==> config.mk <==
export PLATFORM = sky130hd
export DESIGN_NAME = omw_mode_ctrl
export DESIGN_NICKNAME = d
export VERILOG_FILES = /design/src/omw_mode_ctrl.v /design/src/omw_edge_det.v /design/src/omw_settle_cnt.v
export VERILOG_INCLUDE_DIRS = /design/src
export SDC_FILE = /design/constraint.sdc
export NUM_CORES = 1
export LEC_CHECK = 0
export BUFFER_PORTS_ARGS = -buffer_cell sky130_fd_sc_hd__buf_2
export CORE_UTILIZATION = 55
export DETAILED_ROUTE_END_ITERATION = 12
export GPL_TIMING_DRIVEN = 0
export MAX_ROUTING_LAYER = met4
export PLACE_DENSITY = 0.86
export SYNTH_ARGS = -nofsm -noshare
export SYNTH_HDL_FRONTEND = slang
export SYNTH_SLANG_ARGS = --single-unit
export TNS_END_PERCENT = 1
==> constraint.sdc <==
create_clock -name clk_sys -period 3.1 [get_ports clk_sys]
set_clock_uncertainty 0.15 [all_clocks]
set_input_delay 0.62 -clock clk_sys [delete_from_list [all_inputs] [get_ports clk_sys]]
set_output_delay 0.62 -clock clk_sys [all_outputs]
set_load 0.01 [all_outputs]
==> src/omw_regs.vh <==
// constants for the operating mode and wake-up controller
`ifndef OMW_REGS_VH
`define OMW_REGS_VH
// ----------------------------------------------------------------------
// divider select codes
// ----------------------------------------------------------------------
`define OMW_DIV_SUB0     3'h0
`define OMW_DIV_SUB1     3'h1
`define OMW_DIV_64       3'h2
`define OMW_DIV_32       3'h3
`define OMW_DIV_16       3'h4
`define OMW_DIV_8        3'h5
`define OMW_DIV_4        3'h6
`define OMW_DIV_2        3'h7
// ----------------------------------------------------------------------
// reset values of mode bits
// ----------------------------------------------------------------------
`define OMW_RST_HIGH_CLOCK_SELECT    1'h1
`define OMW_RST_IDLE_ON_POWERDOWN_ENABLE    1'h1
`define OMW_RST_DIVSEL   3'h0
`define OMW_RST_KEEP     1'h0
// ----------------------------------------------------------------------
// power modes
// ----------------------------------------------------------------------
`define OMW_MODE_RUN     2'h0
`define OMW_MODE_SLEEP   2'h1
`define OMW_MODE_IDLE_CLOCK_STOPPED   2'h2
`define OMW_MODE_IDLE_CLOCK_RUNNING   2'h3
// ----------------------------------------------------------------------
// timing counts, in cycles of the oscillator concerned, and signal widths
// ----------------------------------------------------------------------
`define OMW_FAST_SETTLE  5'h0F
`define OMW_SHORT_SETTLE 5'h01
`define OMW_SLOW_SETTLE  5'h01
`define OMW_CNT_W        5
`define OMW_PORTA_W      8
`define OMW_IRQ_W        8
`endif

==> src/omw_mode_ctrl.v <==
// operating mode, clock selection and wake-up controller
// ----------------------------------------------------------------------
// Functional notes
// - high_clock_select 0 with code 000/001 selects slow mode
// - sub clock selected stops fast clock and dividers
// - high_clock_select 1 or codes 010-111 give normal mode
// - halt with idle enable 0 enters sleep
// - idle enable 1, keep 0: clock-stopped idle
// - idle enable 1, keep 1: clock-running idle
// - memory, registers and ports retained in power-down
// - entering power-down clears watchdog, keeps counting
// - entering power-down sets pdf, clears timeout
// - wake on port A fall, interrupt, watchdog
// - watchdog wake sets timeout, resets pc/sp only
// - pdf cleared by power-up or clear-wdt, set by halt
// - per-pin port A wake mask, resume after halt
// - disabled or stack-full interrupt resumes after halt
// - enabled interrupt, stack free: normal interrupt response
// - flag already pending at entry cannot wake
// - fast clock wake 15-16 or 1-2 cycles
// - slow clock wake takes 1-2 cycles
// - high_clock_select 0 with codes 010-111 divides by 64 down to 2
// - fast ready low in sleep/idle_clock_stopped, rises 15-16 later
// ----------------------------------------------------------------------
`timescale 1ns/10ps
`include "omw_regs.vh"
module omw_mode_ctrl (
  // clock and reset
  input  wire                    clk_sys,
  input  wire                    arst_n,
  // oscillator ticks (one-cycle pulses at each oscillator edge)
  input  wire                    fast_osc_tick,
  input  wire                    slow_osc_tick,
  // mode control bits
  input  wire                    high_clock_select,
  input  wire [2:0]              sysclk_divider_select,
  input  wire                    idle_on_powerdown_enable,
  input  wire                    keep_sysclk_in_idle,
  // cpu instruction strobes
  input  wire                    halt_exec,
  input  wire                    clr_wdt_exec,
  // interrupt side
  input  wire [`OMW_IRQ_W-1:0]   irq_req,
  input  wire [`OMW_IRQ_W-1:0]   irq_enable,
  input  wire                    global_irq_enable,
  input  wire                    stack_full,
  // watchdog side
  input  wire                    wdt_overflow,
  // port A
  input  wire [`OMW_PORTA_W-1:0] port_a_in,
  input  wire [`OMW_PORTA_W-1:0] port_a_wake_mask,
  // clock outputs
  output reg                     high_speed_clock_en,
  output reg                     sysclk_tick,
  output reg                     sysclk_is_sub,
  output reg                     sub_clock_en,
  output reg                     time_base_en,
  // cpu control
  output reg                     cpu_halted,
  output reg                     hold_state,
  output reg                     wdt_clear,
  output reg                     pc_sp_reset,
  output reg                     irq_take,
  output reg                     resume_next,
  // status
  output reg  [1:0]              power_mode,
  output reg                     power_down_flag,
  output reg                     wdt_expiry_flag,
  output wire                    fast_osc_ready_flag,
  output wire                    slow_osc_ready_flag
);
  // ----------------------------------------------------------------------
  // clock selection
  // ----------------------------------------------------------------------
  wire sel_sub = ~high_clock_select &
                 ((sysclk_divider_select == `OMW_DIV_SUB0) |
                  (sysclk_divider_select == `OMW_DIV_SUB1));
  wire sel_fast = ~sel_sub;
  reg       mode_stops_fast;
  // ----------------------------------------------------------------------
  // system clock divider
  // ----------------------------------------------------------------------
  // a divided tick falls on the last count under the mask; the mask is not
  // registered, so a new ratio takes hold at once, even mid-period
  reg [5:0] div_cnt;
  reg [5:0] div_mask;
  always @* begin
    case (sysclk_divider_select)
      `OMW_DIV_64: div_mask = 6'h3F;
      `OMW_DIV_32: div_mask = 6'h1F;
      `OMW_DIV_16: div_mask = 6'h0F;
      `OMW_DIV_8:  div_mask = 6'h07;
      `OMW_DIV_4:  div_mask = 6'h03;
      `OMW_DIV_2:  div_mask = 6'h01;
      default:     div_mask = 6'h00;
    endcase
    // the undivided clock overrides the divider field
    if (high_clock_select)
      div_mask = 6'h00;
  end
  // fast source runs only when selected and not stopped by a power mode
  wire fast_on = sel_fast & ~mode_stops_fast;
  always @(posedge clk_sys or negedge arst_n) begin
    if (!arst_n)
      div_cnt <= 6'h00;
    else if (!fast_on)
      div_cnt <= 6'h00;
    else if (fast_osc_tick)
      div_cnt <= div_cnt + 6'h01;
  end
  wire div_hit = fast_osc_tick & ((div_cnt & div_mask) == div_mask);
  // ----------------------------------------------------------------------
  // power mode state
  // ----------------------------------------------------------------------
  reg [1:0]              next_mode;
  reg [`OMW_IRQ_W-1:0]   irq_blocked;
  reg [`OMW_PORTA_W-1:0] pa_fall;
  reg                    waking;
  reg [`OMW_CNT_W-1:0]   wake_cnt;
  reg                    wake_irq;
  reg                    wake_wdt;
  // every mode other than run counts as powered down
  wire in_pd = (power_mode != `OMW_MODE_RUN);
  always @* begin
    if (!idle_on_powerdown_enable)
      next_mode = `OMW_MODE_SLEEP;
    else if (!keep_sysclk_in_idle)
      next_mode = `OMW_MODE_IDLE_CLOCK_STOPPED;
    else
      next_mode = `OMW_MODE_IDLE_CLOCK_RUNNING;
  end
  // ----------------------------------------------------------------------
  // wake sources
  // ----------------------------------------------------------------------
  // a request pending at entry is masked off as a wake source
  wire [`OMW_IRQ_W-1:0] irq_fresh = irq_req & ~irq_blocked;
  wire irq_wake  = |irq_fresh;
  wire pa_wake   = |pa_fall;
  wire wake_evt  = in_pd & ~waking & (pa_wake | irq_wake | wdt_overflow);
  // ----------------------------------------------------------------------
  // wake timing
  // ----------------------------------------------------------------------
  // idle with its clock running skips the long fast settle
  wire [`OMW_CNT_W-1:0] wake_len =
    sysclk_is_sub ? `OMW_SLOW_SETTLE :
    (power_mode == `OMW_MODE_IDLE_CLOCK_RUNNING) ? `OMW_SHORT_SETTLE :
    `OMW_FAST_SETTLE;
  // a sub clock system times its wake in slow ticks
  wire wake_tick = sysclk_is_sub ? slow_osc_tick : fast_osc_tick;
  wire irq_serviceable = |(irq_fresh & irq_enable) &
                         global_irq_enable & ~stack_full;
  // one detector per pin; a masked pin never wakes the core
  genvar gi;
  generate
    for (gi = 0; gi < `OMW_PORTA_W; gi = gi + 1) begin : g_pa
      omw_edge_det u_edge (
        .clk_sys (clk_sys),
        .arst_n  (arst_n),
        .pin     (port_a_in[gi]),
        .enable  (port_a_wake_mask[gi] & in_pd),
        .fall    (pa_fall[gi])
      );
    end
  endgenerate
  // ----------------------------------------------------------------------
  // power mode register
  // ----------------------------------------------------------------------
  // a strobe is refused while powered down, and halt wins over a
  // clear-watchdog strobe in the same cycle
  wire halt_take = ~in_pd & halt_exec;
  wire clr_take  = ~in_pd & ~halt_exec & clr_wdt_exec;
  // the mode returns to run only once the wake count has run out
  wire wake_done = waking & wake_tick &
                   (wake_cnt == {`OMW_CNT_W{1'b0}});
  always @(posedge clk_sys or negedge arst_n) begin
    if (!arst_n) begin
      power_mode  <= `OMW_MODE_RUN;
      irq_blocked <= {`OMW_IRQ_W{1'b0}};
    end else if (halt_take) begin
      power_mode  <= next_mode;
      irq_blocked <= irq_req;
    end else if (wake_done) begin
      power_mode  <= `OMW_MODE_RUN;
    end
  end
  // ----------------------------------------------------------------------
  // status flags
  // ----------------------------------------------------------------------
  always @(posedge clk_sys or negedge arst_n) begin
    if (!arst_n) begin
      power_down_flag <= 1'b0;
      wdt_expiry_flag <= 1'b0;
    end else if (halt_take) begin
      power_down_flag <= 1'b1;
      wdt_expiry_flag <= 1'b0;
    end else begin
      if (clr_take)
        power_down_flag <= 1'b0;
      // a watchdog wake marks the timeout and touches no other flag
      if (wake_evt && wdt_overflow)
        wdt_expiry_flag <= 1'b1;
    end
  end
  // ----------------------------------------------------------------------
  // wake sequencer
  // ----------------------------------------------------------------------
  // the cause is latched at the wake event, so a watchdog source that goes away
  // during the count still decides; an interrupt is taken only if still pending
  always @(posedge clk_sys or negedge arst_n) begin
    if (!arst_n) begin
      waking   <= 1'b0;
      wake_cnt <= `OMW_FAST_SETTLE;
      wake_irq <= 1'b0;
      wake_wdt <= 1'b0;
    end else if (wake_evt) begin
      waking   <= 1'b1;
      wake_cnt <= wake_len;
      wake_irq <= irq_wake & ~wdt_overflow;
      wake_wdt <= wdt_overflow;
    end else if (wake_done) begin
      waking   <= 1'b0;
    end else if (waking && wake_tick) begin
      wake_cnt <= wake_cnt - 1'b1;
    end
  end
  // ----------------------------------------------------------------------
  // watchdog clear and resume pulses
  // ----------------------------------------------------------------------
  // each wake ends in exactly one of the three resume pulses, and a
  // watchdog cause is taken before an interrupt
  always @(posedge clk_sys or negedge arst_n) begin
    if (!arst_n) begin
      wdt_clear   <= 1'b0;
      pc_sp_reset <= 1'b0;
      irq_take    <= 1'b0;
      resume_next <= 1'b0;
    end else begin
      wdt_clear   <= halt_take | clr_take;
      pc_sp_reset <= wake_done & wake_wdt;
      irq_take    <= wake_done & ~wake_wdt & wake_irq &
                     irq_serviceable;
      resume_next <= wake_done & ~wake_wdt &
                     ~(wake_irq & irq_serviceable);
    end
  end
  // ----------------------------------------------------------------------
  // clock gating by mode
  // ----------------------------------------------------------------------
  // the fast source restarts as soon as a wake begins, since the wake
  // count from sleep or idle_clock_stopped is timed in its own ticks
  always @* begin
    mode_stops_fast = ((power_mode == `OMW_MODE_SLEEP) |
                       (power_mode == `OMW_MODE_IDLE_CLOCK_STOPPED)) &
                      ~waking;
  end
  // outputs are registered so downstream gating sees clean levels
  always @(posedge clk_sys or negedge arst_n) begin
    if (!arst_n) begin
      high_speed_clock_en <= 1'b1;
      sysclk_tick         <= 1'b0;
      sysclk_is_sub       <= 1'b0;
      sub_clock_en        <= 1'b1;
      time_base_en        <= 1'b1;
      cpu_halted          <= 1'b0;
      hold_state          <= 1'b0;
    end else begin
      high_speed_clock_en <= fast_on;
      sysclk_is_sub       <= sel_sub;
      // the core sees no ticks while its clock is stopped
      sysclk_tick         <= ~mode_stops_fast &
                             (sel_sub ? slow_osc_tick : div_hit);
      sub_clock_en        <= 1'b1;
      time_base_en        <= (power_mode != `OMW_MODE_SLEEP);
      cpu_halted          <= in_pd;
      // tells memory, registers and ports to hold their contents
      hold_state          <= in_pd;
    end
  end
  // ----------------------------------------------------------------------
  // oscillator ready flags
  // ----------------------------------------------------------------------
  // fast ready is held low while its source is stopped or deselected;
  // the slow source never stops, so its flag dips only on a wake
  omw_settle_cnt u_fast_rdy (
    .clk_sys (clk_sys),
    .arst_n  (arst_n),
    .hold    (mode_stops_fast | ~sel_fast),
    .start   (1'b0),
    .load    (`OMW_FAST_SETTLE),
    .tick    (fast_osc_tick),
    .ready   (fast_osc_ready_flag)
  );
  omw_settle_cnt u_slow_rdy (
    .clk_sys (clk_sys),
    .arst_n  (arst_n),
    .hold    (1'b0),
    .start   (wake_evt),
    .load    (`OMW_SLOW_SETTLE),
    .tick    (slow_osc_tick),
    .ready   (slow_osc_ready_flag)
  );
endmodule // omw_mode_ctrl

==> src/omw_edge_det.v <==
// falling-edge detector with enable for one wake pin
`timescale 1ns/10ps
module omw_edge_det (
  // clock and reset
  input  wire clk_sys,
  input  wire arst_n,
  // pin
  input  wire pin,
  input  wire enable,
  // result
  output reg  fall
);
  reg pin_q;
  always @(posedge clk_sys or negedge arst_n) begin
    if (!arst_n) begin
      pin_q <= 1'b1;
      fall  <= 1'b0;
    end else begin
      pin_q <= pin;
      fall  <= enable & pin_q & ~pin;
    end
  end
endmodule // omw_edge_det

==> src/omw_settle_cnt.v <==
// settle counter: ready rises load plus one oscillator ticks after hold or start; after reset the count starts from OMW_FAST_SETTLE
`timescale 1ns/10ps
`include "omw_regs.vh"
module omw_settle_cnt (
  // clock and reset
  input  wire                 clk_sys,
  input  wire                 arst_n,
  // control
  input  wire                 hold,
  input  wire                 start,
  input  wire [`OMW_CNT_W-1:0] load,
  input  wire                 tick,
  // status
  output reg                  ready
);
  reg [`OMW_CNT_W-1:0] count;
  always @(posedge clk_sys or negedge arst_n) begin
    if (!arst_n) begin
      count <= `OMW_FAST_SETTLE;
      ready <= 1'b0;
    end else if (hold) begin
      ready <= 1'b0;
      count <= load;
    end else if (start) begin
      ready <= 1'b0;
      count <= load;
    end else if (!ready && tick) begin
      if (count == {`OMW_CNT_W{1'b0}})
        ready <= 1'b1;
      else
        count <= count - 1'b1;
    end
  end
endmodule // omw_settle_cnt

==> qor.yml <==
status: "finished clean"
use_met3: 0.0576
grt_pass1_wl_mm: 9.25
dieArea_sq_mm: 0.00542
n_antenna_cell: 0
grt.busiest_layer: "met2"
powerDensity_mw_per_mm2: 857
start_kind: "register"
ys_seq_elements: 63
vias: 2062
crit_fanout: 8
dpl.hpwl_mm: 3.85
postCtsResizedCells: 0
final_nets: 376
area_growth_pct: 20.6
synth.cell_area_sq_mm: 0.00282
hold_class: "in2async"
grt_pass1_vias: 2092
cts_buffer_depth: 2
use_met2: 0.376
portBuffers: 61
arrival_ns: 2.35
ioPinCount: 64
rsz0062_at_grt: "no"
numCtsBuffers: 9
yosysSeqAreaShare: 0.569
ctsHtreeMaxLevel: 3
ys.flop_type: "dfrtp_1"
drt-initial-drc-count: 130
period_share: 0.742
async_reset_ff_frac: 1.00
viasPerCell: 5.27
std_cell_rows: 25
place.gp.congestion: 0.804
die_h_um: 73.6
ys_warn_count: 0
routed_wl_mm: 5.33
firstDrtPassIters: 4
tightest_slew_ns: 0.777
fillers: 368
syn_area_per_cell_sq_um: 11.4
clk_root_buffer_cell: "clkbuf_8"
design_area_sq_mm: 0.00340
ir_worst_vdd_mv: 0.434
dieWidth_um: 73.6
placed_cell_area_sq_mm: 0.00321
antenna_found_initial: 0
grt_start_max_net_pins: 64
leakage_nw: 1.63
final_cell_mix: "61 x buf_2, 41 x dfrtp_1, 24 x nor2_1"
cap_violations: 0
postRouteAntennaNets: 0
synth-edff-count: 0
maxSlewHeadroom: 0.481
floorplan.initialDensity: 0.585
end_kind: "register"
post_drt_wl_per_cell_um: 13.6
clock_sinks: 63
syn_inst: 247
final-setup-viol-count: 0
met1_usage: 0.289
crit_type: "reg2reg"
core-area_sq_mm: 0.00482
grt_util_all_layers: 0.238
power.total_w: 0.00291
clock_latency_ns: 0.33
min_period_ns: 2.30
slew_violations: 0
ctsHoldBuffers: 0
drive_gt1_frac: 0.355
synth_fp_nets: 304
cts_tree: "yes"
overflow: 0
synth_cell_type_count: 44
final_common_cell: "buf_2"
clk_pin_slew_ns: 0.07
hold_violations: 0
post_cts_buffers: 0
tns_ns: 0
drc: 0
worstPathRequired_ns: 3.15
fmax_mhz: 435
[critical path, cell delays in order, from the launching register on]
cell     delay [ns]
dfstp_2        0.55
inv_1          0.06
ha_1           0.20
nor4b_1        0.15
nor3b_1        0.64
nand3_1        0.19
xor2_1         0.17
nor2_1         0.06
[worst paths after layout]
kind / start / to / slack [ns] / cells past startpoint
max reg2reg: u_fast_rdy.count[0] / u_fast_rdy.count[4] / 0.80 / 7
max: u_fast_rdy.count[0] / u_fast_rdy.count[4] / 0.80 / 7
min: arst_n / irq_blocked[1] / 0.22 / 1
min reg2reg: power_down_flag / power_down_flag / 0.35 / 2
min in group clk_sys: port_a_in[4] / g_pa[4].u_edge.pin_q / 0.25 / 1
max in group asynchronous: arst_n / u_fast_rdy.ready / 2.11 / 1
[through the flow]
step	instances	utilization	worst slack (ns)	hold slack [ns]
4_1_cts	391	0.706	0.816	0.241
5_1_grt	391	0.706	0.584	0.239
6_report	391	0.706	0.799	0.216
3_3_place_gp	375	0.666	0.681	0.308
3_5_place_dp	375	0.666	0.677	0.325
2_1_floorplan	247	-	0.856	0.174
[flip-flops by register name (all words and copies together) (netlist names), 2 cells and up]
register	cells
u_slow_rdy.count	5
g_pa.u_edge.pin_q	8
div_cnt	6
wake_cnt	5
g_pa.u_edge.fall	8
irq_blocked	8
power_mode	2
u_fast_rdy.count	5
[per-layer routing]
metal | routed length [um] | share of wire
met3 | 213 | 0.040
met5 | 0 | 0
met4 | 131 | 0.025
met2 | 2660 | 0.50
met1 | 2330 | 0.44
[cell usage after synthesis, drive strengths merged (3+ instances only)]
cell type / number / area, sq um
xor2: 8 / 70.1
xnor2: 4 / 35.0
nor2: 24 / 90.1
nor3: 7 / 35.0
nor3b: 3 / 22.5
nand3: 11 / 55.1
nand2: 19 / 71.3
nand4: 5 / 31.3
a21oi: 8 / 40.0
dfstp: 22 / 578
nor4bb: 8 / 80.1
clkbuf: 3 / 11.3
and3: 3 / 18.8
o21ai: 7 / 35.0
nor2b: 9 / 63.8
inv: 13 / 48.8
a22oi: 5 / 37.5
nor4b: 3 / 26.3
mux2: 8 / 90.1
ha: 10 / 125
dfrtp: 41 / 1030
buf: 3 / 20.0
[cell families after synthesis]
kind of cell | Yosys count | synth area share
buffers and inverters | 19 | 0.0284
AO/OA/AOI/OAI | 31 | 0.0794
XOR/XNOR | 12 | 0.0373
flip-flops | 63 | 0.569
other | 1 | 0.00133
multiplexers | 10 | 0.0390
AND/OR/NAND/NOR | 101 | 0.201
adder cells (fa/ha/maj) | 10 | 0.0444
[report_power, final]
group	switching (W)	total (W)	internal (W)	leakage (nW)
clock	0.000291	0.000680	0.000390	0.100
combinational	0.000479	0.000893	0.000414	0.781
sequential	0.000196	0.00134	0.00114	0.752
[final cells by class]
cell class | count | area, sq um | area share
sequential | 63 | 1600 | 0.471
multi-input combinational | 165 | 1140 | 0.334
timing repair buffer | 61 | 308 | 0.0905
clock buffer | 12 | 145 | 0.0427
tap | 67 | 83.8 | 0.0246
inverter | 13 | 48.8 | 0.0143
clock inverter | 4 | 45.0 | 0.0132
buffer | 6 | 31.3 | 0.00919
No activity file was read; power rests on OpenSTA's default activity.
